[config.mk]
export PLATFORM = sky130hd
export DESIGN_NAME = cwgss_top
export DESIGN_NICKNAME = d
export VERILOG_FILES = /design/src/shared/cwgss_pkg.sv /design/src/verilog/cwgss_top.sv
export SDC_FILE = /design/constraint.sdc
export NUM_CORES = 1
export LEC_CHECK = 0
export BUFFER_PORTS_ARGS = -buffer_cell sky130_fd_sc_hd__buf_2
export CAP_MARGIN = 10
export CORE_ASPECT_RATIO = 0.9
export CORE_MARGIN = 5
export CORE_UTILIZATION = 46
export CTS_CLUSTER_DIAMETER = 60
export DETAILED_ROUTE_END_ITERATION = 7
export PLACE_DENSITY = 0.74
export SYNTH_ARGS = -nofsm -noshare
export SYNTH_HDL_FRONTEND = slang
export SYNTH_SLANG_ARGS = --single-unit
[constraint.sdc]
create_clock -name clk -period 1.8 [get_ports clk]
set_clock_uncertainty 0.05 [all_clocks]
set_input_delay 0.36 -clock clk [delete_from_list [all_inputs] [get_ports clk]]
set_output_delay 0.36 -clock clk [all_outputs]
set_load 0.005 [all_outputs]
[src/shared/cwgss_pkg.sv]
/*
 * cwgss_pkg: register map, field positions, reset values and carrier types
 * for the shutdown and source-select slice of a complementary waveform generator.
 * assumes: 32-bit avalon-mm word addressing on byte offsets, one clock domain.
 */
package cwgss_pkg;
   // register byte offsets
   localparam logic [3:0] OFF_LEVEL_SRC   = 4'h0;   // shutdown levels and source select
   localparam logic [3:0] OFF_STATUS_CTRL = 4'h4;   // event flag and restart control
   localparam logic [3:0] OFF_OUT_CTRL    = 4'h8;   // polarity, output enables, dead band
   localparam logic [3:0] OFF_IRQ_STATUS  = 4'hC;   // sticky event bits, write one clears
   localparam logic [3:0] OFF_IRQ_MASK    = 4'h0;   // placed in a second window, see below
   localparam logic [4:0] OFF_IRQ_MASK_W  = 5'h10;  // interrupt mask word
   // level/source register fields
   localparam int POS_LVL_B = 6;   // shutdown level of output b
   localparam int POS_LVL_A = 4;   // shutdown level of output a
   localparam int POS_SRC   = 0;   // input source select
   // status/control fields
   localparam int POS_EVT     = 7; // shutdown event flag
   localparam int POS_ARS     = 6; // auto restart enable
   localparam int POS_SDSRC   = 0; // four shutdown source enables, bits 3:0
   // output control fields
   localparam int POS_POL_A   = 0;
   localparam int POS_POL_B   = 1;
   localparam int POS_OE_A    = 2;
   localparam int POS_OE_B    = 3;
   localparam int POS_DB      = 8; // dead band count, bits 13:8
   // shutdown level codes
   localparam logic [1:0] LVL_INACTIVE = 2'h0;
   localparam logic [1:0] LVL_TRISTATE = 2'h1;
   localparam logic [1:0] LVL_LOW      = 2'h2;
   localparam logic [1:0] LVL_HIGH     = 2'h3;
   // reset values
   localparam logic [7:0]  RST_LEVEL_SRC   = 8'h00;
   localparam logic [7:0]  RST_STATUS_CTRL = 8'h00;
   localparam logic [13:0] RST_OUT_CTRL    = 14'h0000;
   localparam logic [1:0]  RST_IRQ         = 2'h0;
   // write masks
   localparam logic [7:0] MASK_LEVEL_SRC = 8'hF7;   // bit 3 not implemented
   localparam logic [31:0] UNMAPPED_DATA = 32'h0000_0000;
   // source inputs carried together, indexed by select code
   typedef struct packed {
      logic logic_cell1_output;        // code 7
      logic oscillator1_output;        // code 6
      logic pulse_gen4_output;         // code 5
      logic pulse_gen3_output;         // code 4
      logic pulse_gen2_output;         // code 3
      logic pulse_gen1_output;         // code 2
      logic comparator2_async_output;  // code 1
      logic comparator1_async_output;  // code 0
   } cwgss_src_t;
   // one two-way pin: output, enable (low = driving)
   typedef struct packed {
      logic o;
      logic oe_n;
   } cwgss_pin_t;
endpackage

[src/verilog/cwgss_top.sv]
/*
 * cwgss_top: shutdown override, source select, restart and register slave
 * of a complementary waveform generator, with a simple dead-band core.
 * assumes: avalon-mm master with waitrequest on clk, inputs synchronous to clk,
 * shutdown sources active high.
 */
// Register access over Avalon-MM and the register offsets were chosen for this implementation.
`timescale 1ns/1ns
module cwgss_top
   import cwgss_pkg::*;
(
   input  wire logic                   clk,
   input  wire logic                   reset_n,
   input  wire logic [4:0]             avs_address,
   input  wire logic                   avs_read,
   input  wire logic                   avs_write,
   input  wire logic [31:0]            avs_writedata,
   input  wire logic [3:0]             avs_byteenable,
   output logic      [31:0]            avs_readdata,
   output logic                        avs_waitrequest,
   input  wire cwgss_pkg::cwgss_src_t  sources,
   input  wire logic [3:0]             shutdown_inputs,
   output logic                        output_a,
   output logic                        output_a_oe_n,
   output logic                        output_b,
   output logic                        output_b_oe_n,
   output logic                        irq
);
   import cwgss_pkg::*;

   logic        rst_meta;          // reset release stage one
   logic        rst_n;             // synchronised reset
   logic [7:0]  level_src;         // shutdown levels and source select
   logic        shutdown_event_flag;
   logic        auto_restart_enable;
   logic [3:0]  sd_enable;         // shutdown source enables
   logic [13:0] out_ctrl;          // polarity, enables, dead band
   logic [1:0]  irq_status;        // 0: shutdown entered, 1: restart
   logic [1:0]  irq_mask;
   logic        src_prev;          // previous selected source
   logic        hold;              // overrides held after flag clears
   logic [5:0]  db_cnt;            // dead-band counter
   logic        wave_a;            // core waveform a, before polarity
   logic        wave_b;            // core waveform b, before polarity
   logic        src_sel;
   logic        sd_active;
   logic        src_rise;
   logic        override;
   logic        wr_hit;
   logic        rd_go;

   // byte-lane merge of write data into a narrow register
   function automatic logic [15:0] merge(input logic [15:0] old, input logic [31:0] wd,
                                         input logic [3:0] be);
      merge = old;
      if (be[0]) merge[7:0] = wd[7:0];
      if (be[1]) merge[15:8] = wd[15:8];
   endfunction

   // source picked by the three-bit code
   assign src_sel   = sources[level_src[POS_SRC +: 3]];
   assign sd_active = |(shutdown_inputs & sd_enable);
   assign src_rise  = src_sel & ~src_prev;
   assign override  = shutdown_event_flag | hold;
   assign wr_hit    = avs_write & ~avs_waitrequest;
   assign rd_go     = avs_read & avs_waitrequest;

   // reset release through two flops
   always_ff @(posedge clk or negedge reset_n) begin
      if (!reset_n) begin
         rst_meta <= 1'b0;
         rst_n    <= 1'b0;
      end else begin
         rst_meta <= 1'b1;
         rst_n    <= rst_meta;
      end
   end

   // one wait cycle per access, then answer
   always_ff @(posedge clk or negedge rst_n) begin
      if (!rst_n) begin
         avs_waitrequest <= 1'b1;
      end else if ((avs_read | avs_write) & avs_waitrequest) begin
         avs_waitrequest <= 1'b0;
      end else begin
         avs_waitrequest <= 1'b1;
      end
   end

   // read data, captured in the wait cycle
   always_ff @(posedge clk or negedge rst_n) begin
      if (!rst_n) begin
         avs_readdata <= UNMAPPED_DATA;
      end else if (rd_go) begin
         if (avs_address[4:0] == {1'b0, OFF_LEVEL_SRC}) begin
            avs_readdata <= {24'h00_0000, level_src & MASK_LEVEL_SRC};
         end else if (avs_address[4:0] == {1'b0, OFF_STATUS_CTRL}) begin
            avs_readdata <= {24'h00_0000, shutdown_event_flag,
                             auto_restart_enable, 2'h0, sd_enable};
         end else if (avs_address[4:0] == {1'b0, OFF_OUT_CTRL}) begin
            avs_readdata <= {18'h0_0000, out_ctrl};
         end else if (avs_address[4:0] == {1'b0, OFF_IRQ_STATUS}) begin
            avs_readdata <= {30'h0000_0000, irq_status};
         end else if (avs_address[4:0] == OFF_IRQ_MASK_W) begin
            avs_readdata <= {30'h0000_0000, irq_mask};
         end else begin
            avs_readdata <= UNMAPPED_DATA;                                 // unmapped
         end
      end
   end

   // plain configuration registers
   always_ff @(posedge clk or negedge rst_n) begin
      if (!rst_n) begin
         level_src           <= RST_LEVEL_SRC;
         auto_restart_enable <= RST_STATUS_CTRL[POS_ARS];
         sd_enable           <= RST_STATUS_CTRL[3:0];
         out_ctrl            <= RST_OUT_CTRL;
         irq_mask            <= RST_IRQ;
      end else if (wr_hit) begin
         if (avs_address == {1'b0, OFF_LEVEL_SRC} && avs_byteenable[0]) begin
            level_src <= avs_writedata[7:0] & MASK_LEVEL_SRC;
         end else if (avs_address == {1'b0, OFF_STATUS_CTRL} && avs_byteenable[0]) begin
            auto_restart_enable <= avs_writedata[POS_ARS];
            sd_enable           <= avs_writedata[POS_SDSRC +: 4];
         end else if (avs_address == {1'b0, OFF_OUT_CTRL}) begin
            out_ctrl <= 14'(merge({2'b00, out_ctrl}, avs_writedata, avs_byteenable));
         end else if (avs_address == OFF_IRQ_MASK_W && avs_byteenable[0]) begin
            irq_mask <= avs_writedata[1:0];
         end
      end
   end

   // event flag: set by any enabled source, set wins over clear
   always_ff @(posedge clk or negedge rst_n) begin
      if (!rst_n) begin
         shutdown_event_flag <= RST_STATUS_CTRL[POS_EVT];
      end else if (sd_active) begin
         shutdown_event_flag <= 1'b1;
      end else if (auto_restart_enable) begin
         shutdown_event_flag <= 1'b0;
      end else if (wr_hit && avs_address == {1'b0, OFF_STATUS_CTRL} &&
                   avs_byteenable[0] && !avs_writedata[POS_EVT]) begin
         shutdown_event_flag <= 1'b0;
      end
   end

   // hold overrides from flag clear to next source rise
   always_ff @(posedge clk or negedge rst_n) begin
      if (!rst_n) begin
         hold     <= 1'b0;
         src_prev <= 1'b0;
      end else begin
         src_prev <= src_sel;
         if (shutdown_event_flag) begin
            hold <= 1'b1;
         end else if (src_rise) begin
            hold <= 1'b0;
         end
      end
   end

   // dead-band core: a follows rise after delay, b follows fall after delay
   always_ff @(posedge clk or negedge rst_n) begin
      if (!rst_n) begin
         db_cnt <= 6'h00;
         wave_a <= 1'b0;
         wave_b <= 1'b0;
      end else if (src_sel != src_prev) begin
         db_cnt <= out_ctrl[POS_DB +: 6];
         wave_a <= 1'b0;
         wave_b <= 1'b0;
      end else if (db_cnt != 6'h00) begin
         db_cnt <= db_cnt - 6'h01;
      end else begin
         wave_a <= src_sel;
         wave_b <= ~src_sel;
      end
   end

   // pin a: override or polarity-applied waveform
   always_ff @(posedge clk or negedge rst_n) begin
      if (!rst_n) begin
         output_a      <= 1'b0;
         output_a_oe_n <= 1'b1;
      end else if (override) begin
         output_a_oe_n <= (level_src[POS_LVL_A +: 2] == LVL_TRISTATE);
         if (level_src[POS_LVL_A +: 2] == LVL_HIGH) begin
            output_a <= 1'b1;
         end else if (level_src[POS_LVL_A +: 2] == LVL_LOW) begin
            output_a <= 1'b0;
         end else begin
            output_a <= out_ctrl[POS_POL_A];
         end
      end else begin
         output_a_oe_n <= ~out_ctrl[POS_OE_A];
         output_a      <= out_ctrl[POS_POL_A] ^ wave_a;
      end
   end

   // pin b: override or polarity-applied waveform
   always_ff @(posedge clk or negedge rst_n) begin
      if (!rst_n) begin
         output_b      <= 1'b0;
         output_b_oe_n <= 1'b1;
      end else if (override) begin
         output_b_oe_n <= (level_src[POS_LVL_B +: 2] == LVL_TRISTATE);
         if (level_src[POS_LVL_B +: 2] == LVL_HIGH) begin
            output_b <= 1'b1;
         end else if (level_src[POS_LVL_B +: 2] == LVL_LOW) begin
            output_b <= 1'b0;
         end else begin
            output_b <= out_ctrl[POS_POL_B];
         end
      end else begin
         output_b_oe_n <= ~out_ctrl[POS_OE_B];
         output_b      <= out_ctrl[POS_POL_B] ^ wave_b;
      end
   end

   // sticky interrupt bits, write one clears, set wins
   always_ff @(posedge clk or negedge rst_n) begin
      if (!rst_n) begin
         irq_status <= RST_IRQ;
         irq        <= 1'b0;
      end else begin
         for (int i = 0; i < 2; i++) begin
            if ((i == 0) ? (sd_active & ~shutdown_event_flag)
                         : (~shutdown_event_flag & hold & src_rise)) begin
               irq_status[i] <= 1'b1;
            end else if (wr_hit && avs_address == {1'b0, OFF_IRQ_STATUS} &&
                         avs_byteenable[0] && avs_writedata[i]) begin
               irq_status[i] <= 1'b0;
            end
         end
         irq <= |(irq_status & irq_mask);
      end
   end
endmodule

# After elaboration in Yosys (flattened, before gate mapping)
# Cells that the tools add are included.
[op_classes] bitwise_logic=22 addsub=1 eq_ne=12 n_mux=31 n_reduce_logical=25 magnitude_cmp=1
[op_table] cell="2-to-1 mux 32 bit" count=1
[op_table] cell="2-to-1 mux 14 bit" count=2
[op_table] cell="2-to-1 mux 1 bit" count=23
[op_table] cell="AND reduction 5 bit" count=3
[op_table] cell="2-to-1 mux 6 bit" count=2
[op_table] cell="== test 5 x 4 -> 1 bit (second input constant)" count=2
[op_table] cell="logical AND 1 bit" count=10
[op_table] cell="inverter 1 bit" count=9
[op_table] cell="== test 2 bit (second input constant)" count=4
[op_table] cell="nonzero test 2 bit" count=4
[op_table] cell="AND 1 bit" count=7
[op_table] cell="nonzero test 6 bit" count=1
[op_table] cell="subtractor 6 x 1 -> 6 bit (second input constant)" count=1
[op_table] cell="== test 5 x 3 -> 1 bit (second input constant)" count=1
[op_table] cell="== test 5 bit (second input constant)" count=1
[op_table] cell="logical NOT 5 bit" count=1
[op_table] cell="AND 4 bit" count=1
[op_table] cell="== test 2 x 1 -> 1 bit (second input constant)" count=2
[op_table] cell="less-than comparator 3 x 4 -> 1 bit (second input constant)" count=1
[op_table] cell="2-to-1 mux 2 bit" count=2
[op_table] cell="OR reduction 4 bit" count=1
[op_table] cell="binary-select mux 1 bit (select 3 bit)" count=1
[op_table] cell="AND reduction 3 bit" count=1
[op_table] cell="nonzero test 3 bit" count=1
[op_table] cell="8 further kinds" count=10
[word_totals] out_inout_bits=38 input_bits=57 reg_bits=81

# Longest topological paths before layout
# Gate-level depths: netlist of run 1.
[depth] word_depth=8 mapped_depth=7 mapped_depth_nobuf=6

# Least setup slack after synthesis of run 1
# Ideal clock, no wire load.
[synth_path] path_kind="register to register" start="register level_src[0]" end="register wave_a" stages_incl_launch_ff=6 arrival_time_ns=1.881 setup_slack_ns=-0.256 required_ns=1.625 path_cell_list="dfrtp_1 > mux4_2 > mux2i_1 > ha_1 > a21oi_1 > mux2_2"
[synth_via] elab_chain_len=4 elab_cells_between_ends=6
[synth_rtl] element="start, declared" line_no="cwgss_top.sv:33" rtl="logic [7:0] level_src;"
[synth_rtl] element="start signal, assigned" line_no="cwgss_top.sv:122" rtl="level_src <= avs_writedata[7:0] & MASK_LEVEL_SRC;"
[synth_rtl] element="binary-select mux 1 bit (select 3 bit) *" line_no="cwgss_top.sv:61" rtl="assign src_sel = sources[level_src[POS_SRC +: 3]];"
[synth_rtl] element="2-to-1 mux 1 bit (not written as such) *" line_no="cwgss_top.sv:61"
[synth_rtl] element="inequality test 1 bit / 2-to-1 mux 1 bit (equally long branches)" line_no="cwgss_top.sv:169, cwgss_top.sv:173"
[synth_rtl] element="inequality test 2 bit (no line) / 2-to-1 mux 1 bit (equally long branches)"
[synth_rtl] element="end signal, assigned" line_no="cwgss_top.sv:176" rtl="wave_a <= src_sel;"
[synth_rtl] element="end, declared" line_no="cwgss_top.sv:43" rtl="logic wave_a;"
# Every way passes the cells marked *; elsewhere a longest branch is shown, timed or not. The select of a mux whose other input is x is not followed.
# A chain may end at the register's enable or synchronous reset.

# Worst setup path after layout of run 1
# Same ends and word-level chain as after synthesis.

==> metrics, run 1 <==
outcome=complete, but fails checks; failing checks=setup timing; WL final=slightly above 7 mm; final cell count without fillers=442; Core Rows=28; total CTS buffers=9; Die Y=between 80 and 90 microns; drc violations=0; sequential share of the synthesized area=roughly 50%; post-DP HPWL=~5.4 mm; Critical Path Stages=5; cell area after synthesis=3120 sq um; Crit path arrival time=approximately 2200 ps; ratio of cells with drive above 1 in the final layout=42.6%; Placed Cells=roughly 420; Nets=between 400 and 500; number of flops mapped to enable cells by yosys=0; CTS Root Cell=clkbuf_8; largest net degree at the start of global routing=28; CTS Sinks=63; flops & latches, synth=63; WP data required=around 2000 ps; Worst-path clk slew=around 70 ps; relative slew slack=a little under three fifths; worst slew pin tran=between 600 and 700 ps; type of destination of the critical path=register; synth warn=0; ys async rst share=100%; Yosys cell types=52; Final Max Slew Viols=0; first-pass GRT wire length=11.9 mm; clk_lat worst skew=between 300 and 400 ps; reg2reg path depth=5; total core area=between 6000 and 7000 sq um; CTS tree=yes; Most used DFF post-synth=dfrtp_1; global route overflow=0; worst-case clock buffer depth=2; total power draw=between 4 and 5 mW; Total GRT Usage=17.9%; Pre-Repair DR Iteration Count=4; Die X=approximately 97 microns; maximum VDD drop=slightly above 0.0006 V; final setup margin=-241 ps; post-synthesis cell count=~270; Final min period=2040 ps; # H-tree levels=3; fmax=a little under 0.5 GHz; type of origin of the critical path=register; syn_area_per_cell=between 10 and 15 sq um; Bufs and invs on worst path=0; area grow syn2layout=27.1%; Final period util=113%; PortBufs=56; crit-path leading delay family=multiplexers; Hold Path Depth=2; vias in the first global route=2336; worst min path class=in -> reg; max cap viols=0; final setup fails=8; Critical-path top delay cell=mux4_2; Avg Vias per Cell=approximately 5.3; DR iter-0 viols=100; final hold vios=0; Crit Path Category=reg -> reg; post-route antenna net violation count=0; WL per Instance=around 16 microns; Pleak=slightly below 2 nW; DIE AREA=8530 sq um; # fillers=520; GP Congestion=between 0.8 and 0.9; io pins=95; Diodes inserted=0; Crit path largest cell delay=about 540 ps; Initial Utilization=a little under half; crit path cell chain=mux4_2, mux2i_4, ha_4, a21oi_4, mux2_4; initial antenna violation count=0; Pwr per Cell Area=about 1100 nW/um^2; CP Max Fanout=3; unrepaired setup endpoints after global routing=true; Via Count=between 2000 and 2500
[path summary, 6_finish.rpt]
check | slack (ps) | startpoint | endpoint
setup / recovery | -240 | level_src[0] | wave_a
max in group asynchronous | 880 | rst_n | out_ctrl[12]
min in group asynchronous | 250 | rst_n | src_prev
setup reg to reg | -240 | level_src[0] | wave_a
hold reg to reg | 250 | rst_n | src_prev
hold / removal | 160 | avs_read | avs_waitrequest
[Yosys cell counts (3+ instances only)]
| cell | n | share of area [%] |
|---|---|---|
| a22o_1 | 8 | 2.2 |
| nand2_1 | 21 | 2.5 |
| nor4bb_1 | 4 | 1.3 |
| ha_1 | 5 | 2.0 |
| and3b_1 | 4 | 1.1 |
| dfstp_2 | 3 | 2.5 |
| mux2_2 | 30 | 11 |
| buf_4 | 18 | 4.3 |
| o21ai_0 | 14 | 2.2 |
| a21oi_1 | 5 | 0.80 |
| nor3_1 | 3 | 0.48 |
| mux2i_1 | 7 | 2.2 |
| nand3b_1 | 3 | 0.72 |
| nor2b_1 | 3 | 0.60 |
| clkbuf_1 | 6 | 0.72 |
| dfrtp_1 | 60 | 48 |
| o2bb2ai_1 | 6 | 1.7 |
| o31ai_1 | 3 | 0.72 |
| nor2_1 | 9 | 1.1 |
| a32oi_1 | 4 | 1.1 |
| xor2_1 | 3 | 0.84 |
| inv_1 | 7 | 0.84 |
[cell usage in the layout (no fill, tap or decap), types with 6 or more instances in the layout]
cell type / synthesis / routed
buf_2: 2 / 56
dfrtp_1: 60 / 58
o21ai_0: 14 / 13
o2bb2ai_1: 6 / 6
nand2_1: 21 / 19
nor2_1: 9 / 9
buf_4: 18 / 18
clkbuf_8: 0 / 13
mux2i_1: 7 / 6
conb_1: 2 / 19
inv_1: 7 / 6
mux2_2: 30 / 28
a22o_1: 8 / 8
[worst reg2reg max path, stage by stage (launching register included)]
cell and delay [ps]:
dfrtp_2 410, mux4_2 540, mux2i_4 200, ha_4 240, a21oi_4 170, mux2_4 320
[cell type report]
type	instances	area, sq um	area share, %
tap	90	113	2.84
inverter	7	28.8	0.726
multi-input combinational	185	1480	37.3
timing repair buffer	81	519	13.1
clock inverter	2	60.1	1.52
sequential	63	1580	39.9
clock buffer	14	183	4.61
[metrics by stage]
step                setup slack, ps  util [%]  TNS, ps  hold slack [ps]  instance area [sq um]
detailed placement             -387      54.9    -2320              102                   3610
floorplan                      -195         -     -880             14.4                   3190
global route                   -301      60.2    -1850              160                   3960
global placement               -331      54.9    -2000             98.3                   3610
CTS                            -311      59.3    -2060              141                   3900
finish                         -241      60.2    -1280              157                   3960
[repair_timing]
action	in CTS	in global routing
pin swaps	2	5
cloned	0	0
endpoints found under the setup margin	8	10
hold buffers	1	0
gates resized for setup	6	13
hold endpoints to repair	2	0
setup buffers	1	1
[registers in the layout, summed over array words and instances (netlist names), 2 cells and up]
name	flops
avs_readdata	14
db_cnt	6
irq_mask	2
irq_status	2
level_src	7
out_ctrl	14
sd_enable	4
[metal layers]
layer | share of wire (%) | up-vias | track usage [%]
met5 | 0 | - | 0
met4 | 1.5 | 0 | 6.25
met3 | 7.6 | 9 | 5.97
met2 | 47 | 97 | 28.6
met1 | 44 | 1145 | 23.0
li1 | - | 1095 | -
[power by group]
group | internal (mW) | switching [mW] | total [mW]
sequential | 1.63 | 0.207 | 1.84
clock | 0.932 | 0.526 | 1.46
combinational | 0.600 | 0.537 | 1.14
total | 3.16 | 1.27 | 4.43
[logic make-up (layout without fill, tap and decap cells)]
kind of cell / Yosys count / after routing / synth area share [%]
simple gates: 71 / 71 / 14.4
flops: 63 / 63 / 50.7
compound gates: 48 / 48 / 10.8
mux: 39 / 39 / 14.5
buf+inv: 35 / 104 / 6.50
fa+ha+maj: 5 / 5 / 2.01
xor+xnor: 3 / 3 / 0.843
other cells: 2 / 19 / 0.241
No activity file was read; power rests on OpenSTA's default activity.
==> run 2: changes to the inputs <==
--- a/config.mk
+++ b/config.mk
@@ -5,6 +5,7 @@
 export SDC_FILE = /design/constraint.sdc
 export NUM_CORES = 1
 export LEC_CHECK = 0
+export ABC_AREA = 1
 export BUFFER_PORTS_ARGS = -buffer_cell sky130_fd_sc_hd__buf_2
 export CAP_MARGIN = 10
 export CORE_ASPECT_RATIO = 0.9
==> run 2 against run 1 <==
Non-clock buffer count fell by 12. The flow now finishes without violations. Combinational power fell by 9.6%. Sequential cell count did not move. Synthesized cell count rose by 33%. Global-route usage rose by 0.057 points. Sequential share of layout area rose by 1.8 points. Setup slack improved by 260 ps. Area after synthesis fell by 2.4%. Critical path depth rose by 5. Core utilization fell by 2.0 points.
==> metrics, run 2 <==
final setup fails=0 (-8); total power draw=4.55 mW (+2.6%); sequential share of the synthesized area=51.9% (+1.2 points); WP data required=1990 ps (+20 ps); Crit path arrival time=1970 ps (-240 ps); ratio of cells with drive above 1 in the final layout=26.2% (-16 points); Comb pwr share=22.6% (-3.0 points); total CTS buffers=9 (unchanged); Hold Path Depth=2 (unchanged); Final min period=1780 ps (-258 ps); number of flops mapped to enable cells by yosys=0 (unchanged); flops & latches, synth=63 (unchanged); Setup crit end=db_cnt[1]; DIE AREA=8350 sq um (-2.1%); Diodes inserted=0 (unchanged); post-route antenna net violation count=0 (unchanged); drc violations=0 (unchanged); Critical-path top delay cell=dfrtp_1; internal power=3.26 mW (+3.1%); type of destination of the critical path=register; Crit Path Category=reg -> reg; Psw=1.29 mW (+1.3%); largest net degree at the start of global routing=62 (+120%); R2R Path Start=level_src[0]; crit path cell chain=inv_2, nor2_1, o21ai_1, nand2_1, o21ai_2, inv_2, ha_4, inv_4, nand2_2, o221ai_1; top-count cell post-synth=nand2_1; Commonest cells post-synth=nand2_1 (84), dfrtp_1 (60), inv_1 (43), o21ai_0 (38), nor2_1 (26); vias in the first global route=2412 (+3.3%); first-pass GRT wire length=11.3 mm (-4.4%); FF-to-FF End=db_cnt[1]; Pre-Repair DR Iteration Count=5 (+1); type of origin of the critical path=register; Critical Path Stages=10 (+5); io pins=95 (unchanged); Clock power frac=36.8% (+3.9 points); Switching Share=28.3% (-0.36 points); initial antenna violation count=0 (unchanged); CTS tree=yes; worst-case clock buffer depth=2 (unchanged); WL final=7.00 mm (-3.5%); commonest non-fill, non-tap cell in the layout=nand2_1; DR iter-0 viols=125 (+25%); post-route setup TNS=0 ps (+1280 ps); final setup margin=17.3 ps (+258 ps); clk_lat worst skew=340 ps (about the same); WL per Instance=13.4 microns (-18%); synth warn=0 (unchanged); Total GRT Usage=17.9% (+0.057 points); fmax=0.561 GHz (+14%); global route overflow=0 (unchanged); Final Util=58.2% (-2.0 points); Pleak=1.96 nW (+0.45%); ys async rst share=100% (unchanged); Via Count=2535 (+8.1%); sequential power share=40.6% (-0.8 points); post-DP HPWL=5.14 mm (-5.6%); Avg Vias per Cell=4.86 (-8.5%); Worst-path clk slew=70 ps (about the same); Post-Place Setup Slack=-128 ps (+259 ps); CTS Sinks=63 (unchanged); Crit path largest cell delay=420 ps (-120 ps); Nets=489 (+20%); CTS Root Cell=clkbuf_8; Initial Utilization=46.7% (-0.64 points); hold path startpoint=avs_read; worst min path class=in -> reg; Placed Cells=503 (+19%); Die X=95.8 microns (-1.1%); Die Y=87.2 microns (-1.1%); Bufs and invs on worst path=3 (+3); outcome=finished clean; unrepaired setup endpoints after global routing=true; GP Congestion=0.874 (+2.7%); Core Rows=28 (unchanged); Crit. Startpoint=level_src[0]; Yosys top cell area share=49.3% (+1.2 points); syn_area_per_cell=8.58 sq um (-27%); crit-path leading delay family=compound AO/OA/AOI/OAI gates; area grow syn2layout=24.5%; Final period util=99.0% (-14 points); Pwr per Cell Area=1200 nW/um^2 (+7.2%); CP Max Fanout=6 (+3); max cap viols=0 (unchanged); cell taking the most area after synthesis=dfrtp_1; cell area after synthesis=3040 sq um (-2.4%); # H-tree levels=3 (unchanged); post-synthesis cell count=355 (+33%); reg2reg path depth=10 (+5); total core area=6520 sq um (-1.1%); Yosys cell types=30 (-42%); final hold vios=0 (unchanged); Most Frequent Cell on Critical Path=inv_2; Synth area leaders=dfrtp_1 (49%), nand2_1 (10%), o21ai_0 (6.2%), inv_1 (5.3%), buf_4 (5.2%); PortBufs=56 (unchanged); maximum VDD drop=0.000405 V (-34%); Final Max Slew Viols=0 (unchanged); final cell count without fillers=522 (+18%); most frequent cells in the layout=nand2_1 (82), dfrtp_1 (59), buf_2 (56), inv_1 (40), o21ai_0 (33); reg2reg setup slack=20 ps (+260 ps); Most used DFF post-synth=dfrtp_1; Top Registers=avs_readdata: 14 flops, out_ctrl: 14 flops, level_src: 7 flops
-- run 2: power by group through the flow --
stage          logic [mW]  clock network, mW  registers [mW]
5_1_grt              1.16               1.78            1.87
3_3_place_gp        0.810                  0            1.84
3_5_place_dp        0.840                  0            1.85
6_report             1.03               1.67            1.84
4_1_cts             0.915               1.70            1.83
2_1_floorplan       0.573                  0            1.84
-- run 2: kinds of logic (layout without fill, tap and decap cells) --
group,Yosys count,after routing,share of synthesized area [%]
AOI/OAI and AO/OA,64,64,12.3
xor gates and xnor gates,5,5,1.44
adders and majority gates,5,5,2.06
buffers and inverters,68,128,11.1
DFF,63,63,51.9
other,2,19,0.247
and+or+nand+nor,148,148,21.0
-- run 2: area by class of cell --
type / count / area, sq um
Clock buffer: 11 / 151
Clock inverter: 5 / 128
Fill cell: 564 / 2730
Inverter: 43 / 164
Multi-Input combinational cell: 241 / 1250
Sequential cell: 63 / 1580
Tap cell: 90 / 113
Timing Repair Buffer: 69 / 400
-- run 2: timing repair --
item	4_1_cts	5_1_grt
gates cloned	1	0
pin swaps	3	7
endpoints found under the hold margin	2	0
gates resized for setup	8	14
endpoints found under the setup margin	8	9
setup buffers	1	0
hold buffers	1	0
-- run 2: routing by layer --
metal  wire length [microns]  global-route usage [%]  vias up  share of wire [%]
li1                        -                       -     1267                  -
met1                    3270                    24.6     1182                 47
met2                    3290                    27.5       75                 47
met3                     372                    3.80       11                5.3
met4                      75                    7.36        0                1.1
met5                       0                       0        -                  0
-- run 2: worst reg2reg max path, cell delays in order, from the launching register on --
cell	delay, ps
dfrtp_1	420
inv_2	110
nor2_1	60
o21ai_1	150
nand2_1	80
o21ai_2	90
inv_2	80
ha_4	250
inv_4	70
nand2_2	110
o221ai_1	220
-- run 2: worst min path at each step --
stage,to,slack (ps)
floorplan,rst_meta,10
global placement,rst_meta,100
CTS,avs_waitrequest,150
detailed placement,rst_meta,100
finish,avs_waitrequest,150
global route,avs_waitrequest,160
-- run 2: through the flow --
step                      hold WS, ps  instance area, sq um
final                             151                  3790
after global routing              161                  3790
after CTS                         151                  3740
after detailed placement         96.4                  3420
after global placement           95.5                  3420
after floorplan                  14.4                  3110
